[config.mk]
export PLATFORM = sky130hd
export DESIGN_NAME = sebp_top
export DESIGN_NICKNAME = d
export VERILOG_FILES = /design/src/rtl/sebp_pkg.sv /design/src/rtl/sebp_sync.sv /design/src/rtl/sebp_top.sv
export SDC_FILE = /design/constraint.sdc
export NUM_CORES = 1
export LEC_CHECK = 0
export BUFFER_PORTS_ARGS = -buffer_cell sky130_fd_sc_hd__buf_2
export CAP_MARGIN = 15
export CORE_MARGIN = 10
export CORE_UTILIZATION = 45
export DETAILED_ROUTE_END_ITERATION = 8
export GPL_TIMING_DRIVEN = 0
export MAX_ROUTING_LAYER = met4
export PLACE_DENSITY = 0.73
export SLEW_MARGIN = 20
export SYNTH_ARGS = -nofsm -noshare
export SYNTH_HDL_FRONTEND = slang
export SYNTH_SLANG_ARGS = --single-unit
[constraint.sdc]
create_clock -name clk -period 9.7 [get_ports clk]
set_input_delay 1.94 -clock clk [delete_from_list [all_inputs] [get_ports clk]]
set_output_delay 1.94 -clock clk [all_outputs]
set_load 0.1 [all_outputs]
[src/rtl/sebp_pkg.sv]
// Constants for the serial EEPROM bus front end and its status register.
// Assumes one 250 MHz system clock; every link pin is sampled by that clock.
package sebp_pkg;
   // System clock
   localparam int unsigned CLK_PERIOD_NS = 4;
   // Self-timed write cycle; the real figure is not given, so a plain default
   localparam int unsigned WRITE_TIME_NS = 5000000;
   localparam int unsigned WR_CYCLES_DFLT = WRITE_TIME_NS / CLK_PERIOD_NS;
   // Array geometry, 512 x 8
   localparam int unsigned ADDR_W = 9;
   // Status byte layout
   localparam logic [3:0] STAT_ONES = 4'hF;
   localparam int unsigned STAT_PSEL_HI = 3;
   localparam int unsigned STAT_PSEL_LO = 2;
   localparam int unsigned STAT_WEL = 1;
   localparam int unsigned STAT_BUSY = 0;
   // Reset value of the protect selection (non-volatile in silicon)
   localparam logic [1:0] PSEL_RST = 2'h0;
   // Instruction byte: upper nibble must be zero, bit 3 is don't care or A8
   localparam logic [3:0] OP_HI = 4'h0;
   localparam logic [2:0] OP_LATCH_SET = 3'h6;
   localparam logic [2:0] OP_LATCH_CLEAR = 3'h4;
   localparam logic [2:0] OP_STATUS_READ = 3'h5;
   localparam logic [2:0] OP_STATUS_WRITE = 3'h1;
   localparam logic [2:0] OP_ARRAY_READ = 3'h3;
   localparam logic [2:0] OP_ARRAY_WRITE = 3'h2;
   localparam logic [2:0] BIT_LAST = 3'h7;

   // Interface sequencing
   typedef enum logic [2:0] {
      SEBP_CMD = 3'b000,
      SEBP_ADDR = 3'b001,
      SEBP_DATA = 3'b010,
      SEBP_OUT = 3'b011,
      SEBP_WAIT = 3'b100,
      SEBP_IGN = 3'b101
   } sebp_state_t;

   // Instruction awaiting deselect
   typedef enum logic [2:0] {
      SEBP_C_NONE = 3'b000,
      SEBP_C_SET = 3'b001,
      SEBP_C_CLR = 3'b010,
      SEBP_C_SWR = 3'b011,
      SEBP_C_AWR = 3'b100,
      SEBP_C_ARD = 3'b101,
      SEBP_C_SRD = 3'b110
   } sebp_cmd_t;
endpackage

[src/rtl/sebp_sync.sv]
// Two-flop synchroniser bank for pins from outside the clock domain.
// Reset clears both stages at once; a bank of one also releases reset.
module sebp_sync import sebp_pkg::*; #(
   parameter int unsigned N = 1
) (
   // Clock and reset
   input wire logic clk,
   input wire logic rst_n,
   // Raw pins and sampled copies
   input wire logic [N-1:0] d,
   output logic [N-1:0] q
);
   // First stage is read only by the second
   logic [N-1:0] meta_r;

   // One chain per bit
   for (genvar i = 0; i < N; i++) begin : g_bit
      always_ff @(posedge clk or negedge rst_n) begin
         if (!rst_n) begin
            meta_r[i] <= 1'b0;
            q[i] <= 1'b0;
         end else begin
            meta_r[i] <= d[i];
            q[i] <= meta_r[i];
         end
      end
   end
endmodule // sebp_sync

[src/rtl/sebp_top.sv]
// Serial bus front end of a byte-wide EEPROM: shifting, select, pause,
// status register, write protection and the self-timed write cycle.
// Assumes link pins are asynchronous to clk; array storage lives outside.
//
// Notes on behaviour
// - Output bits change on serial clock fall
// - Input bits captured on serial clock rise
// - Deselected means output in high impedance
// - Bytes travel most significant bit first
// - First bit on first rise after select
// - First output bit on fall after instruction or address
// - Select needs a chip select fall after power-up
// - Paused: output floats, clock and data ignored
// - Pause keeps received bits and bit position
// - Deselect during pause resets everything in progress
// - Pause edges count only with clock low
// - Status bits seven to four read one
// - Busy flag high for whole write cycle
// - Clear write latch refuses all writes
// - Protect bits choose protected array region
// - Write latch cleared at power-up
// - Invalid select and pause edges ignored
// - Execute only if deselected in byte window
// - During write cycle ignore array reads and writes
// - Write-protect pin blocks writes, never aborts
// - Decode latch set, clear, status read, write
// - Latch cleared on completion or protect low
// - Status write refused or only changes protect
module sebp_top import sebp_pkg::*; #(
   parameter int unsigned WR_CYCLES = WR_CYCLES_DFLT,
   parameter int unsigned AW = ADDR_W
) (
   // System clock and asynchronous reset
   input wire logic clk,
   input wire logic rst_n,
   // Serial link pins
   input wire logic sck,
   input wire logic sdi,
   input wire logic cs_n,
   input wire logic hold_n,
   input wire logic wp_n,
   output logic sdo,
   output logic sdo_oe_n,
   // Array side, same clock
   output logic [AW-1:0] rd_addr,
   input wire logic [7:0] rd_data,
   output logic wr_start,
   output logic [AW-1:0] wr_addr,
   output logic [7:0] wr_data,
   // Status for the host logic
   output logic [7:0] status
);
   // Whole state of the block
   typedef struct packed {
      logic sck_d;
      logic seen_high;
      logic sel;
      logic hold;
      sebp_state_t st;
      sebp_cmd_t cmd;
      logic [2:0] bcnt;
      logic [7:0] sh_in;
      logic a8;
      logic end_ok;
      logic drv;
      logic oe_n;
      logic so;
      logic [7:0] sh_out;
      logic write_enable_latch;
      logic [1:0] psel;
      logic [1:0] psel_new;
      logic wr_sr;
      logic [31:0] wcnt;
      logic wr_go;
      logic [AW-1:0] waddr;
      logic [7:0] wdata;
      logic [AW-1:0] raddr;
   } sebp_st_t;

   // Released copy of reset
   logic rst_s_n;
   // Sampled pins
   logic [4:0] pins_s;
   logic sck_s, sdi_s, cs_n_s, hold_n_s, wp_n_s;
   // State and next state
   sebp_st_t r, n;
   // Helpers
   logic rise, fall, active, busy, byte_done;
   logic [7:0] byte_in;
   logic [7:0] stat_byte;

   // Reset is applied at once but released through two flops
   sebp_sync #(.N(1)) u_rst (
      .clk(clk),
      .rst_n(rst_n),
      .d(1'b1),
      .q(rst_s_n)
   );
   // Every link pin crosses two flops before use
   sebp_sync #(.N(5)) u_sync (
      .clk(clk),
      .rst_n(rst_s_n),
      .d({sck, sdi, cs_n, hold_n, wp_n}),
      .q(pins_s)
   );
   assign {sck_s, sdi_s, cs_n_s, hold_n_s, wp_n_s} = pins_s;

   // Protected region test; top two address bits scale with array size
   function automatic logic prot(input logic [1:0] ps, input logic [AW-1:0] a);
      logic [1:0] top;
      top = a[AW-1 -: 2];
      unique case (ps)
         2'h0: prot = 1'b0;
         2'h1: prot = (top == 2'h3);
         2'h2: prot = top[1];
         2'h3: prot = 1'b1;
      endcase
   endfunction

   // Edges seen on the sampled serial clock
   assign rise = sck_s & ~r.sck_d;
   assign fall = ~sck_s & r.sck_d;
   // Shifting only while selected and not paused
   assign active = r.sel & ~cs_n_s & ~r.hold;
   assign busy = (r.wcnt != 32'h0);
   assign byte_in = {r.sh_in[6:0], sdi_s};
   assign byte_done = rise & active & (r.bcnt == BIT_LAST);
   // Upper nibble reads as ones
   assign stat_byte = {STAT_ONES, r.psel, r.write_enable_latch, busy};

   // Next-state logic
   always_comb begin
      n = r;
      n.wr_go = 1'b0;
      n.sck_d = sck_s;
      // Only a high level arms selection, so a low select at power-up waits
      n.seen_high = r.seen_high | cs_n_s;
      n.sel = r.seen_high & ~cs_n_s;
      // Pause edges only count while selected and with clock low
      if (r.sel && !cs_n_s) begin
         if (!sck_s) begin
            n.hold = ~hold_n_s;
         end
      end else begin
         n.hold = 1'b0;
      end

      // Serial input on rising clock, bit position kept across a pause
      if (rise && active) begin
         n.sh_in = byte_in;
         n.bcnt = r.bcnt + 3'h1;
         n.end_ok = 1'b0;
      end

      // Whole byte received
      if (byte_done) begin
         unique case (r.st)
            SEBP_CMD: begin
               n.a8 = byte_in[3];
               if (byte_in[7:4] != OP_HI) begin
                  n.st = SEBP_IGN;
               end else begin
                  // Lower three bits select the instruction
                  unique case (byte_in[2:0])
                     OP_LATCH_SET, OP_LATCH_CLEAR: begin
                        n.cmd = (byte_in[2:0] == OP_LATCH_SET) ? SEBP_C_SET : SEBP_C_CLR;
                        n.st = SEBP_WAIT;
                        n.end_ok = 1'b1;
                     end
                     OP_STATUS_READ: begin
                        n.cmd = SEBP_C_SRD;
                        n.st = SEBP_OUT;
                     end
                     OP_STATUS_WRITE: begin
                        n.cmd = SEBP_C_SWR;
                        n.st = SEBP_DATA;
                     end
                     OP_ARRAY_READ, OP_ARRAY_WRITE: begin
                        n.cmd = (byte_in[2:0] == OP_ARRAY_READ) ? SEBP_C_ARD : SEBP_C_AWR;
                        n.st = busy ? SEBP_IGN : SEBP_ADDR;
                     end
                     default: n.st = SEBP_IGN;
                  endcase
               end
            end
            SEBP_ADDR: begin
               // A8 rides in the instruction byte
               if (r.cmd == SEBP_C_ARD) begin
                  n.raddr = AW'({r.a8, byte_in});
                  n.st = SEBP_OUT;
               end else begin
                  n.waddr = AW'({r.a8, byte_in});
                  n.st = SEBP_DATA;
               end
            end
            SEBP_DATA: begin
               // Each data byte reopens the deselect window
               n.wdata = byte_in;
               n.psel_new = byte_in[STAT_PSEL_HI:STAT_PSEL_LO];
               n.end_ok = 1'b1;
            end
            SEBP_OUT: begin
               if (r.cmd == SEBP_C_ARD) begin
                  n.raddr = r.raddr + AW'(1);
               end
            end
            SEBP_WAIT: n.end_ok = 1'b1;
            SEBP_IGN: n.end_ok = 1'b0;
            default: n.st = SEBP_IGN;
         endcase
      end

      // Serial output on falling clock, byte loaded at each boundary
      if (fall && active && r.st == SEBP_OUT) begin
         n.drv = 1'b1;
         if (r.bcnt == 3'h0) begin
            // Status or array byte, most significant bit first
            if (r.cmd == SEBP_C_SRD) begin
               n.so = stat_byte[7];
               n.sh_out = {stat_byte[6:0], 1'b0};
            end else begin
               n.so = rd_data[7];
               n.sh_out = {rd_data[6:0], 1'b0};
            end
         end else begin
            n.so = r.sh_out[7];
            n.sh_out = {r.sh_out[6:0], 1'b0};
         end
      end

      // Self-timed write cycle; only a deselect during a pause can stop it
      if (busy) begin
         n.wcnt = r.wcnt - 32'h1;
         if (r.wcnt == 32'h1) begin
            n.write_enable_latch = 1'b0;
            if (r.wr_sr) begin
               // Protect bits stay frozen until the cycle ends
               n.psel = r.psel_new;
            end
         end
      end

      // Deselect: execute or abandon
      if (r.sel && cs_n_s) begin
         if (r.hold) begin
            // Deselect while paused abandons the write cycle and clears the write latch
            n.wcnt = 32'h0;
            n.write_enable_latch = 1'b0;
         end else if (r.end_ok) begin
            unique case (r.cmd)
               SEBP_C_SET: n.write_enable_latch = 1'b1;
               SEBP_C_CLR: n.write_enable_latch = 1'b0;
               SEBP_C_SWR: begin
                  if (r.write_enable_latch && !busy && wp_n_s) begin
                     n.wcnt = WR_CYCLES;
                     n.wr_sr = 1'b1;
                  end
               end
               SEBP_C_AWR: begin
                  if (r.write_enable_latch && !busy && wp_n_s && !prot(r.psel, r.waddr)) begin
                     n.wcnt = WR_CYCLES;
                     n.wr_sr = 1'b0;
                     n.wr_go = 1'b1;
                  end
               end
               default: n.write_enable_latch = r.write_enable_latch;
            endcase
         end
         n.st = SEBP_CMD;
         n.cmd = SEBP_C_NONE;
         n.bcnt = 3'h0;
         n.end_ok = 1'b0;
      end
      // Any deselect stops driving
      if (cs_n_s) begin
         n.drv = 1'b0;
      end

      // Protect pin low clears the latch and wins over a set
      if (!wp_n_s) begin
         n.write_enable_latch = 1'b0;
      end
      // Output floats unless selected, not paused and sending
      n.oe_n = ~(n.drv & n.sel & ~n.hold);
   end

   // State register; write latch and busy clear at power-up
   always_ff @(posedge clk or negedge rst_s_n) begin
      if (!rst_s_n) begin
         r <= '{default: '0, st: SEBP_CMD, cmd: SEBP_C_NONE, oe_n: 1'b1, write_enable_latch: 1'b0,
                psel: PSEL_RST, psel_new: PSEL_RST};
      end else begin
         r <= n;
      end
   end

   // Outputs straight from flops, except the busy bit of status, decoded from the count
   assign sdo = r.so;
   assign sdo_oe_n = r.oe_n;
   assign rd_addr = r.raddr;
   assign wr_start = r.wr_go;
   assign wr_addr = r.waddr;
   assign wr_data = r.wdata;
   assign status = stat_byte;
   // Deselected pin gives a floating output next cycle
   property p_desel_float;
      @(posedge clk) disable iff (!rst_s_n) cs_n_s |=> sdo_oe_n;
   endproperty
   a_desel_float: assert property (p_desel_float)
      else $error("output driven while deselected");
   // Paused device never drives
   property p_hold_float;
      @(posedge clk) disable iff (!rst_s_n) r.hold |-> sdo_oe_n;
   endproperty
   a_hold_float: assert property (p_hold_float)
      else $error("output driven during pause");
   // Busy drops exactly when the count ends; no restart can overlap it
   property p_busy_end;
      @(posedge clk) disable iff (!rst_s_n) r.wcnt == 32'h1 |=> !status[STAT_BUSY];
   endproperty
   a_busy_end: assert property (p_busy_end)
      else $error("busy flag outlived the write cycle");
   // Protect pin clears the latch
   property p_wp_clear;
      @(posedge clk) disable iff (!rst_s_n) !wp_n_s |=> !status[STAT_WEL];
   endproperty
   a_wp_clear: assert property (p_wp_clear)
      else $error("write latch set while protect pin low");
   // A started array write needs the latch and an idle array
   property p_wr_needs_latch;
      @(posedge clk) disable iff (!rst_s_n)
      wr_start |-> $past(r.write_enable_latch) && $past(r.wcnt) == 32'h0 && $past(wp_n_s);
   endproperty
   a_wr_needs_latch: assert property (p_wr_needs_latch)
      else $error("array write started without permission");
   // No selection before a high select level has been seen
   property p_powerup_sel;
      @(posedge clk) disable iff (!rst_s_n) !r.seen_high |-> !r.sel;
   endproperty
   a_powerup_sel: assert property (p_powerup_sel)
      else $error("selected without a select fall");
   // First rising clock after select takes the first bit
   property p_first_bit;
      @(posedge clk) disable iff (!rst_s_n)
      (rise && active && r.st == SEBP_CMD && r.bcnt == 3'h0) |=> r.bcnt == 3'h1;
   endproperty
   a_first_bit: assert property (p_first_bit)
      else $error("first bit not taken");
   // Protect bits stay frozen while a cycle runs
   property p_psel_frozen;
      @(posedge clk) disable iff (!rst_s_n) (busy && r.wcnt != 32'h1) |=> $stable(r.psel);
   endproperty
   a_psel_frozen: assert property (p_psel_frozen)
      else $error("protect bits changed mid cycle");
   // Deselect while paused abandons the cycle
   property p_hold_abort;
      @(posedge clk) disable iff (!rst_s_n)
      (r.sel && cs_n_s && r.hold) |=> (r.wcnt == 32'h0 && r.st == SEBP_CMD);
   endproperty
   a_hold_abort: assert property (p_hold_abort)
      else $error("deselect during pause did not reset");
endmodule // sebp_top

Yosys cells after proc, flatten, opt, wreduce, memory -nomap -nowiden
Cells that the tools add are included.
Widths: inputs -> output; s select.
{ "totals": {"out_inout_bits": 37, "inputBits": 15, "regBits": 111} }
{ "classes": {"eq_ne": 30, "n_reduce_logical": 35, "n_bitwise": 18, "add_sub_neg": 3, "mux": 50} }
{ "ops": {"columns": ["operator", "n"], "rows": [
  ["$mux 33", 3],
  ["$pmux 33 s2", 1],
  ["$mux 32", 2],
  ["$mux 9", 5],
  ["$mux 34", 1],
  ["$eq 32x1->1 const B", 1],
  ["$reduce_bool 32->1", 1],
  ["$sub 32x1->32 const B", 1],
  ["$eq 3x3->1 const B", 9],
  ["$pmux 3 s4", 2],
  ["$mux 1", 21],
  ["$eq 3x2->1 const B", 6],
  ["$mux 3", 6],
  ["$pmux 9 s2", 1],
  ["$mux 11", 1],
  ["$reduce_bool 2->1", 5],
  ["$add 9x1->9 const B", 1],
  ["$and 1x1->1", 9],
  ["$eq 3x1->1 const B", 3],
  ["$pmux 3 s3", 1],
  ["$logic_and 1x1->1", 8],
  ["$ne 2x2->1 const B", 4],
  ["$not 1->1", 8],
  ["$reduce_and 4->1", 2],
  ["20 further kinds", 34]
]} }

Longest topological paths before layout
{ "logic_depth": {"ltp_word": 13, "depth_mapped": 10, "ltp_nobuf": 8} }

Hierarchy
A second synthesis with hierarchy kept.
{ "unflattened": {"cells_unflattened": 540, "area_unflattened_um2": 5445.2} }
{ "modules_own_cells": {"columns": ["module", "n_inst", "area_per_inst_um2", "cells_each", "seq_area_each_um2"], "rows": [
  ["sebp_top", 1, 5144.9, 528, 2378.5],
  ["sebp_sync at u_sync", 1, 250.2, 10, 250.2],
  ["sebp_sync at u_rst", 1, 50.0, 2, 50.0]
]} }

Least setup slack after synthesis
Ideal clock, no wire load.
{ "synth_path": {"path_kind": "reg2out", "startpoint": "register r[27] (netlist name)", "endpoint": "output port status[0]", "path_slack_ns": 5.277, "stages_incl_launch_ff": 10, "arrival_time_ns": 2.483, "t_required_ns": 7.760, "n_path_buf": 3, "cell_sequence": "dfrtp_1 -> inv_1 -> ha_1 -> or3b_2 -> nor4_2 -> and3_1 -> buf_2 -> inv_1 -> clkbuf_1 -> buf_4"} }
{ "synth_via": {"elab_chain_cells": 1} }
{ "synth_lines": {"columns": ["element", "line", "rtl"], "rows": [
  ["start, declared", "sebp_top.sv:86", "sebp_st_t r, n;"],
  ["start signal, assigned", "sebp_top.sv:290", "r <= '{default: '0, st: SEBP_CMD, cmd: SEBP_C_NONE, oe_n: 1'b1, write_enable_latch: 1'b0,"],
  ["start signal, assigned", "sebp_top.sv:293", "r <= n;"],
  ["$reduce_bool 32->1", "sebp_top.sv:125", "assign busy = (r.wcnt != 32'h0);"],
  ["end, declared", "sebp_top.sv:51", "output logic [7:0] status"]
]} }
Every way passes these cells.

Worst setup path in the final report
Ends and elaborated chain as after synthesis.

==> results.toml <==
[run_status]
run_status = "finished clean"

[power]
swShare = 0.253
pwr_density_cell_nw_per_um2 = 143
pwr-share-comb = 0.074
clock_network_fraction_of_design_power = 0.393
intPower_w = 0.000661
pwr-share-seq = 0.533
power.switching_w = 0.000225
peakVddDrop_uv = 109
p_leak_nw = 3.00

[clock_tree]
clock_tree.htree_level_count = 3
cts-resized-gates = 0
cts.clk_slew.worst_paths_ns = 0.07
clk-insertion-delay-late_ns = 0.35
cts_num_sinks = 107
cts-hold-fix-buffers = 0
tritoncts.num_buffers = 9
post_cts.repair.setup_buffers = 0
ctsLongestPathBuffers = 2
cts-root-buf = "sky130_fd_sc_hd__clkbuf_16"
tritoncts = "built"

[finish]
layout.nets = 625
multi_input_area_um2 = 2380
drive_gt1_frac = 0.238
final-seq-area_um2 = 2680
fillerInstances = 1053
area_added_between_synthesis_and_finish_pct = 13.6
insertedDiodeCount = 0

[logic_synthesis]
synth_compound_area_frac = 0.133
number_of_synthesized_flops_with_an_enable_pin = 0
post_synth_fa_ha_maj_area_fraction = 0.0160
synth_top_family_by_area = "simple AND/OR/NAND/NOR gates"
yosys.cell_types.count = 56
mappedNetlistArea_um2 = 5460
mux_share_of_post_synthesis_cell_area = 0.0646
post_synthesis_share_of_cell_area_spent_on_xor_and_xnor_gates = 0.0144
syn-instance-count = 540
synth_flop_cell = "sky130_fd_sc_hd__dfrtp_1"
yosysWarnings = 0
synth.ff_latch_count = 107
synth_simple_gate_area_frac = 0.205
syn_area_per_cell_um2 = 10.1
proportion_of_synthesized_chip_area_in_sequential_cells = 0.490
async_reset_ff_frac = 1.00

[setup_path]
cp.arrival_ns = 3.51
crit_path_cell_trace = "inv_1 > ha_1 > or3b_2 > nor4_2 > and3_1 > buf_2 > inv_1 > clkbuf_1 > buf_4 > buf_2"
critPathKind = "flop to primary output"
setup.worst_path.start_class = "flop"
critical_path.max_fanout = 10
critical_path.slowest_cell = "sky130_fd_sc_hd__nor4_2"
worst_path_largest_cell_delay_ns = 0.62
timing.critical_path.required_ns = 7.76
critPathCaptureType = "primary output"

[sta]
setup_viol = 0
finalMaxSlewViolations = 0
grt_setup_unrepaired = "no"
worst_slew_margin_rel = 0.280
timing.final.ws_setup_ns = 4.25
period_needed_ns = 5.45
finalSetupTns_ns = 0
fin_worst_hold_slack_ns = 0.351
timing.clock.skew_ns = 0.00903
post-route-period-util = 0.562
timing.final.hold_violations = 0
fmax_mhz = 183
worst_slew_pin_slew_ns = 1.07

[route]
drt.antenna.violating_nets = 0
drtPass1Iterations = 4
drt-vias-per-instance = 5.68
post_drt_wl_per_cell_um = 16.4
drt_wl_total_um = 12400
drc_errors_left = 0
drt_iter0_markers = 349
num_vias = 4285

[floorplan]
core.rowCount = 40
floorplan.initialDensity = 0.457
dieWidth_um = 130
design.core.area_um2 = 12000
floorplan.io_pins = 52
die_span_y_um = 130
floorplan.die_area_um2 = 16900

[placement]
place.gp.congestion = 0.918
worst_slack_at_placement_ns = 4.64
dpl_wire_length_um = 8830
port_buffers = 47

[grt]
track_usage = 0.156
grt_pass1_vias = 4270
antenna_found_initial = 0
grt_pass1_wl_um = 20900
overflow = 0
grt_max_degree = 59

[job]
maxCapViolCount = 0

[hold_path]
tightest_hold_check_type = "flop to flop"
## sequential cells by signal, summed over array words and instances, names as in the netlist
register,flops
r,57
rd_addr,9
wr_addr,9
byte_in,7
wr_data,7
u_sync.meta_r,5
u_sync.q,5
status,3
sdo,1
sdo_oe_n,1
u_rst.meta_r,1
u_rst.q,1
wr_start,1
## cells in the final DEF (no fill, tap or decap), drive strengths merged, types with 12 or more instances in the layout
cell / netlist / final
a21oi: 34 / 34
buf: 39 / 87
clkbuf: 23 / 33
dfrtp: 106 / 106
inv: 13 / 14
mux2: 26 / 26
nand2: 37 / 37
nand3: 20 / 20
nor2: 35 / 35
o211ai: 12 / 12
o21ai: 31 / 31
o31ai: 12 / 12
or3: 15 / 15
or4: 23 / 23
## cell usage after synthesis (all sizes together), types with 3 or more instances
cell / instances / area share
o21ai: 31 / 0.028
mux2: 26 / 0.054
inv: 13 / 0.0089
nor3b: 5 / 0.0069
buf: 39 / 0.051
o22ai: 3 / 0.0034
nor3: 8 / 0.0082
mux2i: 6 / 0.011
o31ai: 12 / 0.016
or3: 15 / 0.017
or2: 3 / 0.0034
a21oi: 34 / 0.031
nand4b: 4 / 0.0064
nor2b: 3 / 0.0034
xor2: 9 / 0.014
nand2: 37 / 0.025
nor4b: 5 / 0.0092
dfrtp: 106 / 0.49
a31oi: 4 / 0.0046
o211ai: 12 / 0.016
and3: 3 / 0.0034
clkbuf: 23 / 0.016
or4: 23 / 0.034
nand3b: 5 / 0.0069
nand2b: 6 / 0.0069
o41ai: 3 / 0.0048
nor4: 10 / 0.015
ha: 7 / 0.016
nor2: 35 / 0.024
a211oi: 3 / 0.0041
nand3: 20 / 0.018
## final timing paths
path | start | end | slack [ns] | depth (start not counted)
setup / recovery | r[27]$_DFF_PN0_ | status[0] | 4.25 | 10
hold / removal | u_sync.meta_r[2]$_DFF_PN0_ | u_sync.q[2]$_DFF_PN0_ | 0.35 | 0
setup reg to reg | r[27]$_DFF_PN0_ | r[35]$_DFF_PN0_ | 6.44 | 9
hold reg to reg | u_sync.meta_r[2]$_DFF_PN0_ | u_sync.q[2]$_DFF_PN0_ | 0.35 | 0
max in group asynchronous | rst_n | u_rst.q$_DFF_PN0_ | 8.24 | 1
min in group asynchronous | u_rst.q$_DFF_PN0_ | r[86]$_DFFE_PN0P_ | 0.36 | 0
## cell type report
type | count | share of cell area
multi-input cells | 362 | 0.384
clock inverters | 6 | 0.00645
plain buffers | 62 | 0.0590
repair buffers | 48 | 0.0423
inverters | 13 | 0.00786
flip-flops and latches | 107 | 0.432
clock buffers | 10 | 0.0385
well taps | 147 | 0.0296
## critical path: cells and delay by family (launching register included)
kind	cells	cell delay [ns]
adders and majority gates	1	0.19
buffers and inverters	6	1.13
and+or+nand+nor	3	1.41
DFF	1	0.41
## routing by layer
metal  track usage  vias to the layer above  wire (µm)
li1              -                     2081          -
met1         0.192                     2088       5550
met2         0.244                      102       6130
met3        0.0296                       14        534
met4        0.0694                        0        178
met5             -                        -          0
## stage by stage
step                power [W]  instances  area [µm²]   util
detailed placement   0.000547        739        5930  0.496
global placement     0.000542        738        5900  0.493
floorplan            0.000525        544        5480      -
CTS                  0.000893        755        6210  0.519
global route         0.000923        755        6210  0.519
finish               0.000886        755        6210  0.519
## power by group through the flow
stage	clock network [W]	logic [W]	registers, W
floorplan	0	0.0000445	0.000480
global placement	0	0.0000573	0.000484
detailed placement	0	0.0000650	0.000482
CTS	0.000355	0.0000655	0.000473
global route	0.000375	0.0000735	0.000475
finish	0.000348	0.0000654	0.000473
## cell families after synthesis
group / after synthesis
other: 1
adder cells (fa/ha/maj): 7
XOR/XNOR: 9
multiplexers: 32
AND/OR/NAND/NOR: 193
buffers and inverters: 75
AO/OA/AOI/OAI: 116
flip-flops: 107
No activity file was read; power rests on OpenSTA's default activity.
